`config.mk`:
```
export PLATFORM = sky130hd
export DESIGN_NAME = nws_sequencer
export DESIGN_NICKNAME = d
export VERILOG_FILES = /design/src/common/nws_pkg.sv /design/src/logic/nws_addr_decode.sv /design/src/logic/nws_op_timer.sv /design/src/logic/nws_sequencer.sv
export SDC_FILE = /design/constraint.sdc
export NUM_CORES = 1
export LEC_CHECK = 0
export ABC_AREA = 1
export BUFFER_PORTS_ARGS = -buffer_cell sky130_fd_sc_hd__buf_2
export CORE_MARGIN = 4
export CORE_UTILIZATION = 40
export CTS_CLUSTER_SIZE = 28
export DETAILED_ROUTE_END_ITERATION = 8
export PLACE_DENSITY = 0.66
export RECOVER_POWER = 100
export SLEW_MARGIN = 20
export SYNTH_ARGS = -nofsm -noshare
export SYNTH_HDL_FRONTEND = slang
export SYNTH_HIERARCHICAL = 1
export SYNTH_SLANG_ARGS = --single-unit
```
`constraint.sdc`:
```
create_clock -name ref_clk_i -period 2.2 [get_ports ref_clk_i]
set_input_delay 0.11 -clock ref_clk_i [delete_from_list [all_inputs] [get_ports ref_clk_i]]
set_output_delay 0.11 -clock ref_clk_i [all_outputs]
set_load 0.05 [all_outputs]
```
`src/common/nws_pkg.sv`:
```
// shared constants and types for the nvm write/erase sequencer
package nws_pkg;
    // apb register byte offsets
    localparam logic [7:0] NWS_OFF_CTRL = 8'h00;
    localparam logic [7:0] NWS_OFF_KEY  = 8'h04;
    localparam logic [7:0] NWS_OFF_ADDR = 8'h08;
    localparam logic [7:0] NWS_OFF_DATA = 8'h0c;
    localparam logic [7:0] NWS_OFF_FLAG = 8'h10;
    localparam logic [7:0] NWS_OFF_IE   = 8'h14;
    // control register bit positions
    localparam int NWS_B_RD   = 0;
    localparam int NWS_B_WR   = 1;
    localparam int NWS_B_WEN   = 2;
    localparam int NWS_B_FREE  = 3;
    localparam int NWS_B_LATCH = 4;
    localparam int NWS_B_REGS = 6;
    // unlock keys
    localparam logic [7:0] NWS_KEY_FIRST  = 8'h55;
    localparam logic [7:0] NWS_KEY_SECOND = 8'haa;
    // widths
    localparam int NWS_AW = 15;
    localparam int NWS_DW = 14;
    localparam int NWS_TW = 16;
    localparam int NWS_BYTE = 8;
    // configuration-space map
    localparam logic [14:0] NWS_UID_LAST  = 15'h0003;
    localparam logic [14:0] NWS_ID_FIRST  = 15'h0005;
    localparam logic [14:0] NWS_ID_LAST   = 15'h0006;
    localparam logic [14:0] NWS_CW_FIRST  = 15'h0007;
    localparam logic [14:0] NWS_CW_LAST   = 15'h000b;
    localparam logic [14:0] NWS_INFO_FIRST = 15'h0100;
    localparam logic [14:0] NWS_INFO_LAST  = 15'h02ff;
    localparam logic [14:0] NWS_EE_FIRST  = 15'h7000;
    localparam logic [14:0] NWS_EE_LAST   = 15'h70ff;
    // row of 32 words: low address bits dropped on erase
    localparam int NWS_ROW_LSB = 5;
    // reset values
    localparam logic [14:0] NWS_ADDR_RST = 15'h0000;
    localparam logic [13:0] NWS_DATA_RST = 14'h0000;
    // timing: times in microseconds, counts in cycles of ref_clk_i
    localparam int NWS_CLK_MHZ      = 10;
    localparam int NWS_EE_WRITE_US  = 4000;
    localparam int NWS_ROW_ERASE_US = 2000;
    localparam int NWS_EE_WRITE_CYC  = NWS_EE_WRITE_US * NWS_CLK_MHZ;
    localparam int NWS_ROW_ERASE_CYC = NWS_ROW_ERASE_US * NWS_CLK_MHZ;
    // array operations
    typedef enum logic [1:0] {
        NWS_OP_READ,
        NWS_OP_EE_WRITE,
        NWS_OP_ROW_ERASE
    } nws_op_t;
    // command to the nvm array
    typedef struct packed {
        logic            valid;
        nws_op_t         op;
        logic            cfg;
        logic [14:0]     addr;
        logic [13:0]     wdata;
    } nws_mem_cmd_t;
    // access rights of one address
    typedef struct packed {
        logic rd_ok;
        logic wr_ok;
        logic erase_ok;
        logic is_ee;
    } nws_region_t;
endpackage

```
`src/logic/nws_addr_decode.sv`:
```
// address map decoder for program and configuration space
`timescale 1ns/100ps
module nws_addr_decode
    import nws_pkg::*;
(
    // target selection
    input  wire logic              cfg_i,
    input  wire logic [NWS_AW-1:0] addr_i,
    // access rights
    output nws_region_t            region_o
);
    logic uid;
    logic ids;
    logic cw;
    logic info;
    logic ee;

    // reserved word 4 matches no range, so it neither reads nor writes
    always_comb begin
        uid = (addr_i <= NWS_UID_LAST);
        ids = (addr_i >= NWS_ID_FIRST) && (addr_i <= NWS_ID_LAST);
        cw  = (addr_i >= NWS_CW_FIRST) && (addr_i <= NWS_CW_LAST);
        info = (addr_i >= NWS_INFO_FIRST) && (addr_i <= NWS_INFO_LAST);
        ee  = (addr_i >= NWS_EE_FIRST) && (addr_i <= NWS_EE_LAST);
        if (!cfg_i) begin
            // whole 15-bit range is flash, vectors included  RL17
            region_o = '{rd_ok: 1'b1, wr_ok: 1'b1, erase_ok: 1'b1, is_ee: 1'b0};
        end else begin
            // RL18 RL23
            region_o.rd_ok    = uid | ids | cw | info | ee;
            region_o.wr_ok    = uid | cw | ee;
            region_o.erase_ok = uid;
            region_o.is_ee    = ee;
        end
    end
endmodule // nws_addr_decode

```
`src/logic/nws_op_timer.sv`:
```
// one-shot cycle timer for array write and erase durations
`timescale 1ns/100ps
module nws_op_timer #(
    parameter int W = 16
) (
    // clock and reset
    input  wire logic         clk_i,
    input  wire logic         rst_i,
    // start with a count of at least one
    input  wire logic         load_i,
    input  wire logic [W-1:0] count_i,
    // one-cycle pulse when the count runs out
    output logic              done_o
);
    logic [W-1:0] cnt_reg;
    logic         run_reg;

    // countdown; done is registered so it is glitch free
    always_ff @(posedge clk_i or posedge rst_i) begin
        if (rst_i) begin
            cnt_reg <= '0;
            run_reg <= 1'b0;
            done_o  <= 1'b0;
        end else begin
            done_o <= 1'b0;
            if (load_i) begin
                cnt_reg <= count_i;
                run_reg <= 1'b1;
            end else if (run_reg) begin
                if (cnt_reg <= W'(1)) begin
                    run_reg <= 1'b0;
                    done_o  <= 1'b1;
                end
                cnt_reg <= cnt_reg - W'(1);
            end
        end
    end
endmodule // nws_op_timer

```
`src/logic/nws_sequencer.sv`:
```
// nvm self-write sequencer: unlock keys, eeprom byte write, row erase, apb
//
// Decided for this implementation: the APB slave port and the address map.
`timescale 1ns/100ps
// Behaviour
// RL1: keys 55h, AAh, then write start, in order
// RL2: any write with that effect counts
// RL3: software masks interrupts around the unlock
// RL4: write enable must be set to start
// RL5: eeprom write: config space, enable, 0x7000 range
// RL6: eeprom write stores one byte from data
// RL7: eeprom byte is erased implicitly first
// RL8: cpu keeps running during eeprom write
// RL9: end clears start bit, sets done flag
// RL10: software polls start bit or waits interrupt
// RL11: clearing start bit mid eeprom write ignored
// RL12: row erase setup by software, then unlock
// RL13: flash erased per row, never implicitly
// RL14: protected row erase clears start, no erase
// RL15: row erase stalls cpu, then sets flag
// RL16: erase keeps latches and write enable
// RL17: program space spans 0x0000 to 0x7fff
// RL18: configuration space map with access rights
// RL19: writes blocked while target protected
// RL20: broken unlock starts nothing
// RL21: invalid config read clears data pair
// RL22: wrong or misordered key resets tracker
// RL23: reserved config word 4 inert, reads zero
module nws_sequencer
    import nws_pkg::*;
#(
    parameter logic [NWS_TW-1:0] EE_WRITE_CYC  = NWS_TW'(NWS_EE_WRITE_CYC),
    parameter logic [NWS_TW-1:0] ROW_ERASE_CYC = NWS_TW'(NWS_ROW_ERASE_CYC)
) (
    // clock and reset
    input  wire logic              ref_clk_i,
    input  wire logic              rst_i,
    // apb slave
    input  wire logic              psel_i,
    input  wire logic              penable_i,
    input  wire logic              pwrite_i,
    input  wire logic [7:0]        paddr_i,
    input  wire logic [31:0]       pwdata_i,
    output logic [31:0]            prdata_o,
    output logic                   pready_o,
    output logic                   pslverr_o,
    // write protection of the current target
    input  wire logic              wr_protect_i,
    // nvm array
    output nws_mem_cmd_t           mem_cmd_o,
    input  wire logic [NWS_DW-1:0] mem_rdata_i,
    // cpu side
    output logic                   cpu_stall_o,
    output logic                   nvm_irq_o
);
    typedef enum logic [1:0] {
        KEY_IDLE,
        KEY_ONE,
        KEY_TWO
    } nws_key_t;

    typedef enum logic [1:0] {
        ST_IDLE,
        ST_READ,
        ST_EE_BUSY,
        ST_ERASE_BUSY
    } nws_state_t;

    nws_key_t          key_reg;
    nws_state_t        st_reg;
    logic              rd_reg;
    logic              wr_reg;
    logic              wen_reg;
    logic              free_reg;
    logic              latch_reg;
    logic              regs_reg;
    logic [NWS_AW-1:0] addr_reg;
    logic [NWS_DW-1:0] data_reg;
    logic              flag_reg;
    logic              ie_reg;
    logic              tmr_done;
    nws_region_t       region;
    logic              sel_cfg;
    logic              wr_acc;
    logic              acc_start;
    logic              ctrl_wr;
    logic              key_wr;
    logic              go;
    logic              ee_go;
    logic              erase_go;
    logic              rd_go;
    logic              rd_bad;
    logic              ctrl_clr_wr;
    logic [31:0]       rdata_next;
    logic              mapped;

    // ---------------- apb decode ----------------
    // one wait state: pready rises in the second access cycle
    assign acc_start   = psel_i & penable_i & ~pready_o;
    assign wr_acc      = psel_i & penable_i & pready_o & pwrite_i;
    assign ctrl_wr     = wr_acc & (paddr_i == NWS_OFF_CTRL);
    assign key_wr      = wr_acc & (paddr_i == NWS_OFF_KEY);
    assign ctrl_clr_wr = ctrl_wr & ~pwdata_i[NWS_B_WR];

    // the control write that sets start may also change the space select
    assign sel_cfg = ctrl_wr ? pwdata_i[NWS_B_REGS] : regs_reg;

    nws_addr_decode u_decode (
        .cfg_i    (sel_cfg),
        .addr_i   (addr_reg),
        .region_o (region)
    );

    // start request: armed tracker plus enabled write of the start bit
    assign go = ctrl_wr & pwdata_i[NWS_B_WR] & pwdata_i[NWS_B_WEN] // RL4
              & (key_reg == KEY_TWO) & (st_reg == ST_IDLE); // RL1 RL20
    // byte write with built-in erase; latch-only mode is not served here
    assign ee_go = go & ~pwdata_i[NWS_B_FREE] & ~pwdata_i[NWS_B_LATCH]
                 & region.is_ee & ~wr_protect_i; // RL5 RL7 RL19
    // erase only on request, only rows, only unprotected  RL13
    assign erase_go = go & pwdata_i[NWS_B_FREE] & region.erase_ok
                    & ~wr_protect_i; // RL14 RL19
    assign rd_go  = ctrl_wr & pwdata_i[NWS_B_RD] & (st_reg == ST_IDLE);
    assign rd_bad = sel_cfg & ~region.rd_ok; // RL21 RL23

    // ---------------- unlock tracker ----------------
    // any bus write with the register effect counts, whatever made it
    always_ff @(posedge ref_clk_i or posedge rst_i) begin
        if (rst_i) begin
            key_reg <= KEY_IDLE;
        end else if (key_wr) begin // RL2
            if (pwdata_i[7:0] == NWS_KEY_FIRST) begin
                key_reg <= KEY_ONE;
            end else if (pwdata_i[7:0] == NWS_KEY_SECOND && key_reg == KEY_ONE) begin
                key_reg <= KEY_TWO;
            end else begin
                key_reg <= KEY_IDLE; // RL22
            end
        end else if (wr_acc) begin
            // any other write in between breaks the sequence  RL1 RL22
            key_reg <= KEY_IDLE;
        end
    end

    // ---------------- control register ----------------
    // start and read bits are owned by the state machine while busy
    always_ff @(posedge ref_clk_i or posedge rst_i) begin
        if (rst_i) begin
            wen_reg   <= 1'b0;
            free_reg  <= 1'b0;
            latch_reg <= 1'b0;
            regs_reg  <= 1'b0;
        end else if (ctrl_wr) begin
            // hardware never touches write enable  RL16
            wen_reg   <= pwdata_i[NWS_B_WEN];
            free_reg  <= pwdata_i[NWS_B_FREE];
            latch_reg <= pwdata_i[NWS_B_LATCH];
            regs_reg <= pwdata_i[NWS_B_REGS];
        end
    end

    // start bit: set only by a real start, cleared at completion
    always_ff @(posedge ref_clk_i or posedge rst_i) begin
        if (rst_i) begin
            wr_reg <= 1'b0;
        end else if (st_reg != ST_IDLE) begin
            // a software clear mid-operation has no effect  RL11
            if (tmr_done) begin
                wr_reg <= 1'b0; // RL9 RL15
            end
        end else begin
            // a refused start leaves the bit clear  RL14
            wr_reg <= ee_go | erase_go;
        end
    end

    // address pair
    always_ff @(posedge ref_clk_i or posedge rst_i) begin
        if (rst_i) begin
            addr_reg <= NWS_ADDR_RST;
        end else if (wr_acc && paddr_i == NWS_OFF_ADDR && st_reg == ST_IDLE) begin
            addr_reg <= pwdata_i[NWS_AW-1:0];
        end
    end

    // data pair: software writes, array reads, invalid reads clear
    always_ff @(posedge ref_clk_i or posedge rst_i) begin
        if (rst_i) begin
            data_reg <= NWS_DATA_RST;
        end else if (st_reg == ST_READ) begin
            data_reg <= mem_rdata_i;
        end else if (rd_go && rd_bad) begin
            data_reg <= NWS_DATA_RST; // RL21
        end else if (wr_acc && paddr_i == NWS_OFF_DATA && st_reg == ST_IDLE) begin
            data_reg <= pwdata_i[NWS_DW-1:0];
        end
    end

    // ---------------- operation state machine ----------------
    always_ff @(posedge ref_clk_i or posedge rst_i) begin
        if (rst_i) begin
            st_reg <= ST_IDLE;
            rd_reg <= 1'b0;
        end else begin
            unique case (st_reg)
                ST_IDLE: begin
                    if (ee_go) begin
                        st_reg <= ST_EE_BUSY;
                    end else if (erase_go) begin
                        st_reg <= ST_ERASE_BUSY;
                    end else if (rd_go && !rd_bad) begin
                        st_reg <= ST_READ;
                        rd_reg <= 1'b1;
                    end
                end
                ST_READ: begin
                    st_reg <= ST_IDLE;
                    rd_reg <= 1'b0;
                end
                ST_EE_BUSY, ST_ERASE_BUSY: begin
                    if (tmr_done) begin
                        st_reg <= ST_IDLE;
                    end
                end
            endcase
        end
    end

    // cpu stall: reads and row erase halt the core, eeprom writes do not
    always_ff @(posedge ref_clk_i or posedge rst_i) begin
        if (rst_i) begin
            cpu_stall_o <= 1'b0;
        end else if (st_reg == ST_IDLE) begin
            cpu_stall_o <= erase_go | (rd_go & ~rd_bad & ~ee_go); // RL15 RL8
        end else if (st_reg == ST_READ || tmr_done) begin
            cpu_stall_o <= 1'b0;
        end
    end

    // duration of the array operation
    nws_op_timer #(
        .W (NWS_TW)
    ) u_timer (
        .clk_i   (ref_clk_i),
        .rst_i   (rst_i),
        .load_i  (ee_go | erase_go),
        .count_i (ee_go ? EE_WRITE_CYC : ROW_ERASE_CYC),
        .done_o  (tmr_done)
    );

    // one-cycle command to the array; erase carries the row base only
    always_ff @(posedge ref_clk_i or posedge rst_i) begin
        if (rst_i) begin
            mem_cmd_o <= '0;
        end else begin
            mem_cmd_o.valid <= 1'b0;
            if (ee_go) begin
                mem_cmd_o.valid <= 1'b1;
                mem_cmd_o.op    <= NWS_OP_EE_WRITE; // RL7
                mem_cmd_o.cfg   <= 1'b1;
                mem_cmd_o.addr  <= addr_reg;
                mem_cmd_o.wdata <= {{(NWS_DW-NWS_BYTE){1'b0}}, data_reg[NWS_BYTE-1:0]}; // RL6
            end else if (erase_go) begin
                mem_cmd_o.valid <= 1'b1;
                mem_cmd_o.op    <= NWS_OP_ROW_ERASE; // RL13
                mem_cmd_o.cfg   <= sel_cfg;
                mem_cmd_o.addr  <= {addr_reg[NWS_AW-1:NWS_ROW_LSB], {NWS_ROW_LSB{1'b0}}};
                mem_cmd_o.wdata <= '0;
            end else if (st_reg == ST_IDLE && rd_go && !rd_bad) begin
                mem_cmd_o.valid <= 1'b1;
                mem_cmd_o.op    <= NWS_OP_READ;
                mem_cmd_o.cfg   <= sel_cfg;
                mem_cmd_o.addr  <= addr_reg;
                mem_cmd_o.wdata <= '0;
            end
        end
    end

    // ---------------- completion flag and interrupt ----------------
    // completion beats a same-cycle write-one-to-clear
    always_ff @(posedge ref_clk_i or posedge rst_i) begin
        if (rst_i) begin
            flag_reg <= 1'b0;
        end else if (tmr_done) begin
            flag_reg <= 1'b1; // RL9 RL15
        end else if (wr_acc && paddr_i == NWS_OFF_FLAG && pwdata_i[0]) begin
            flag_reg <= 1'b0;
        end
    end

    always_ff @(posedge ref_clk_i or posedge rst_i) begin
        if (rst_i) begin
            ie_reg <= 1'b0;
        end else if (wr_acc && paddr_i == NWS_OFF_IE) begin
            ie_reg <= pwdata_i[0];
        end
    end

    // request is a level, one cycle behind the flag
    always_ff @(posedge ref_clk_i or posedge rst_i) begin
        if (rst_i) begin
            nvm_irq_o <= 1'b0;
        end else begin
            nvm_irq_o <= flag_reg & ie_reg; // RL9
        end
    end

    // ---------------- apb read and answer ----------------
    always_comb begin
        rdata_next = '0;
        mapped     = 1'b1;
        unique case (paddr_i)
            NWS_OFF_CTRL: begin
                rdata_next[NWS_B_RD]   = rd_reg;
                rdata_next[NWS_B_WR]   = wr_reg;
                rdata_next[NWS_B_WEN]   = wen_reg;
                rdata_next[NWS_B_FREE]  = free_reg;
                rdata_next[NWS_B_LATCH] = latch_reg;
                rdata_next[NWS_B_REGS] = regs_reg;
            end
            NWS_OFF_KEY:  rdata_next = '0;
            NWS_OFF_ADDR: rdata_next[NWS_AW-1:0] = addr_reg;
            NWS_OFF_DATA: rdata_next[NWS_DW-1:0] = data_reg;
            NWS_OFF_FLAG: rdata_next[0] = flag_reg;
            NWS_OFF_IE:   rdata_next[0] = ie_reg;
            default:      mapped = 1'b0;
        endcase
    end

    // answer registered in the first access cycle, dropped after
    always_ff @(posedge ref_clk_i or posedge rst_i) begin
        if (rst_i) begin
            pready_o  <= 1'b0;
            pslverr_o <= 1'b0;
            prdata_o  <= '0;
        end else begin
            pready_o  <= acc_start;
            pslverr_o <= acc_start & ~mapped;
            prdata_o  <= (acc_start & ~pwrite_i) ? rdata_next : '0;
        end
    end
endmodule // nws_sequencer

```
==> reports/qor.txt <==
Setup Skew = 0.007112 ns
number of remaining DRC errors = 0
first-pass GRT wire length = 24.61 mm
# rows = 43
Setup-failing EPs final = 0
Worst VDD drop = 0.0003148 V
1st-pass router iterations = 5
MaxCap Viol Count = 0
post-route ant nets = 0
routed wire length per instance = 15.15 um
post-synth design cell area = 5697 um^2
CTS buffer count = 9
Setup Buffers After CTS = 0
RePlAce Congestion = 0.9216
gr ovfl total = 0
crit-path max FO = 10
Sink Count = 105
# placed instances = 989
RSZ-0062 raised after global routing = no
Worst Setup End Kind = flop
Slew Viols, Final = 0
Synth Warn # = 6
placed inst area = 6377 um^2
CP Data Arrival Time = 2.31 ns
outcome = completed
post-DP HPWL = 11.44 mm
vias in the first global route = 4,802
routed vias = 5,014
DIE WIDTH = 127.3 um
H-Tree Depth = 3
DR iter-0 viols = 379
n_diodes = 0
TritonCTS clock tree = done
Fmax = 484.3 MHz
CTS Root Cell = clkbuf_16
Total Negative Setup Slacks = 0 ns
proportion of layout cells with a drive suffix above 1 = 0.1763
most frequent cells in the layout = nand2_1 (202), dfrtp_1 (101), nor2_1 (79), inv_1 (58), nand3_1 (56)
crit path launch type = primary input
max reg flops = 27
initial antenna violation count = 0
fin nets = 885
worst setup path class = primary input to flop
Setup WS pre-CTS = 0.05714 ns
initial core utilization = 0.4088
leakage = 3.450 nW
post-synthesis cell count = 717
Critical Path RT = 2.45 ns
largest net degree at the start of global routing = 88
Final Hold Viols = 0
Syn-to-layout area delta = 16.21%
Post-Syn Area per Cell = 7.945 um^2
worst skew pair latency = 0.35 ns
GRT Overall Usage = 0.1917
hold crit path type = primary input to flop
post-route setup slack = 0.1351 ns
Clock Path Buffers = 2
die height = 127.3 um
Port-buffer cells = 88
die area = 16,220 um^2
Vias per Instance = 4.974
area of the core = 13,930 um^2
fin area = 6620 um^2
commonest non-fill, non-tap cell in the layout = nand2_1
ratio of total power to cell area = 569.9 nW/um^2
final wirelength = 15.27 mm
max_slew headroom = 0.1931
Period minus WS final = 2.065 ns
Hold WS = 0.01274 ns
clock-pin slew on the worst setup and hold paths = 0.07 ns
Tcrit/Tclk final = 0.9386
Worst Max-Slew Pin Slew = 1.210 ns
I/O pins = 129
Non-Filler Instances = 1,008
[critical path, stage by stage]
cell and delay (ns):
dlygate4sd3_1 0.52, buf_2 0.13, nand4_4 0.12, inv_4 0.10, nand2_4 0.06, nand2_2 0.09, nand2_4 0.08, nor3b_2 0.16
nand4_1 0.10, inv_2 0.07, o21ai_4 0.15, buf_4 0.17, nand2_4 0.10, buf_4 0.19, nor2_1 0.11, nor2_1 0.06
[repair_timing]
item / CTS / global route
resized for setup: 0 / 12
endpoints found under the hold margin: 107 / 0
hold buffers: 3 / 0
endpoints found under the setup margin: 0 / 47
[routing by layer]
| metal | GRT usage | part of all wire |
|---|---|---|
| met2 | 0.3088 | 0.48 |
| met1 | 0.2630 | 0.45 |
| met4 | 0.06498 | 0.018 |
| met3 | 0.03219 | 0.057 |
| met5 | 0 | 0 |
[path summary, 6_finish.rpt]
kind	from	end	slack (ns)	depth (start not counted)
worst max-delay path	penable_i	mem_cmd_o[25]	0.14	16
worst min-delay path	psel_i	pready_o	0.01	3
worst max register to register	pready_o	mem_cmd_o[25]	0.15	14
worst min register to register	mem_cmd_o[7]	mem_cmd_o[7]	0.47	2
max in group asynchronous	rst_i	addr_reg[10]	0.59	4
min in group asynchronous	rst_i	u_timer/cnt_reg[1]	0.45	3
[power by group]
part	internal (W)	leakage, nW	switching [W]
clock	0.000808	0.137	0.000752
combinational	0.0000552	1.92	0.000213
sequential	0.00194	1.39	0.00000554
[cell type report]
cell class	count	area [um^2]
fill	1446	7315
sequential	105	2633
clock inverter	5	38.79
clock buffer	11	242.7
timing repair buffer	110	563.0
inverter	74	301.5
tap	180	225.2
multi-input combinational	523	2616
[metrics by stage]
stage          total power (W)    util
2_1_floorplan         0.002188       -
3_3_place_gp          0.002249  0.4577
3_5_place_dp          0.002251  0.4577
4_1_cts               0.003816  0.4800
5_1_grt               0.003922  0.4751
6_report              0.003773  0.4751
Note: power is estimated with default switching activity, not from simulation.
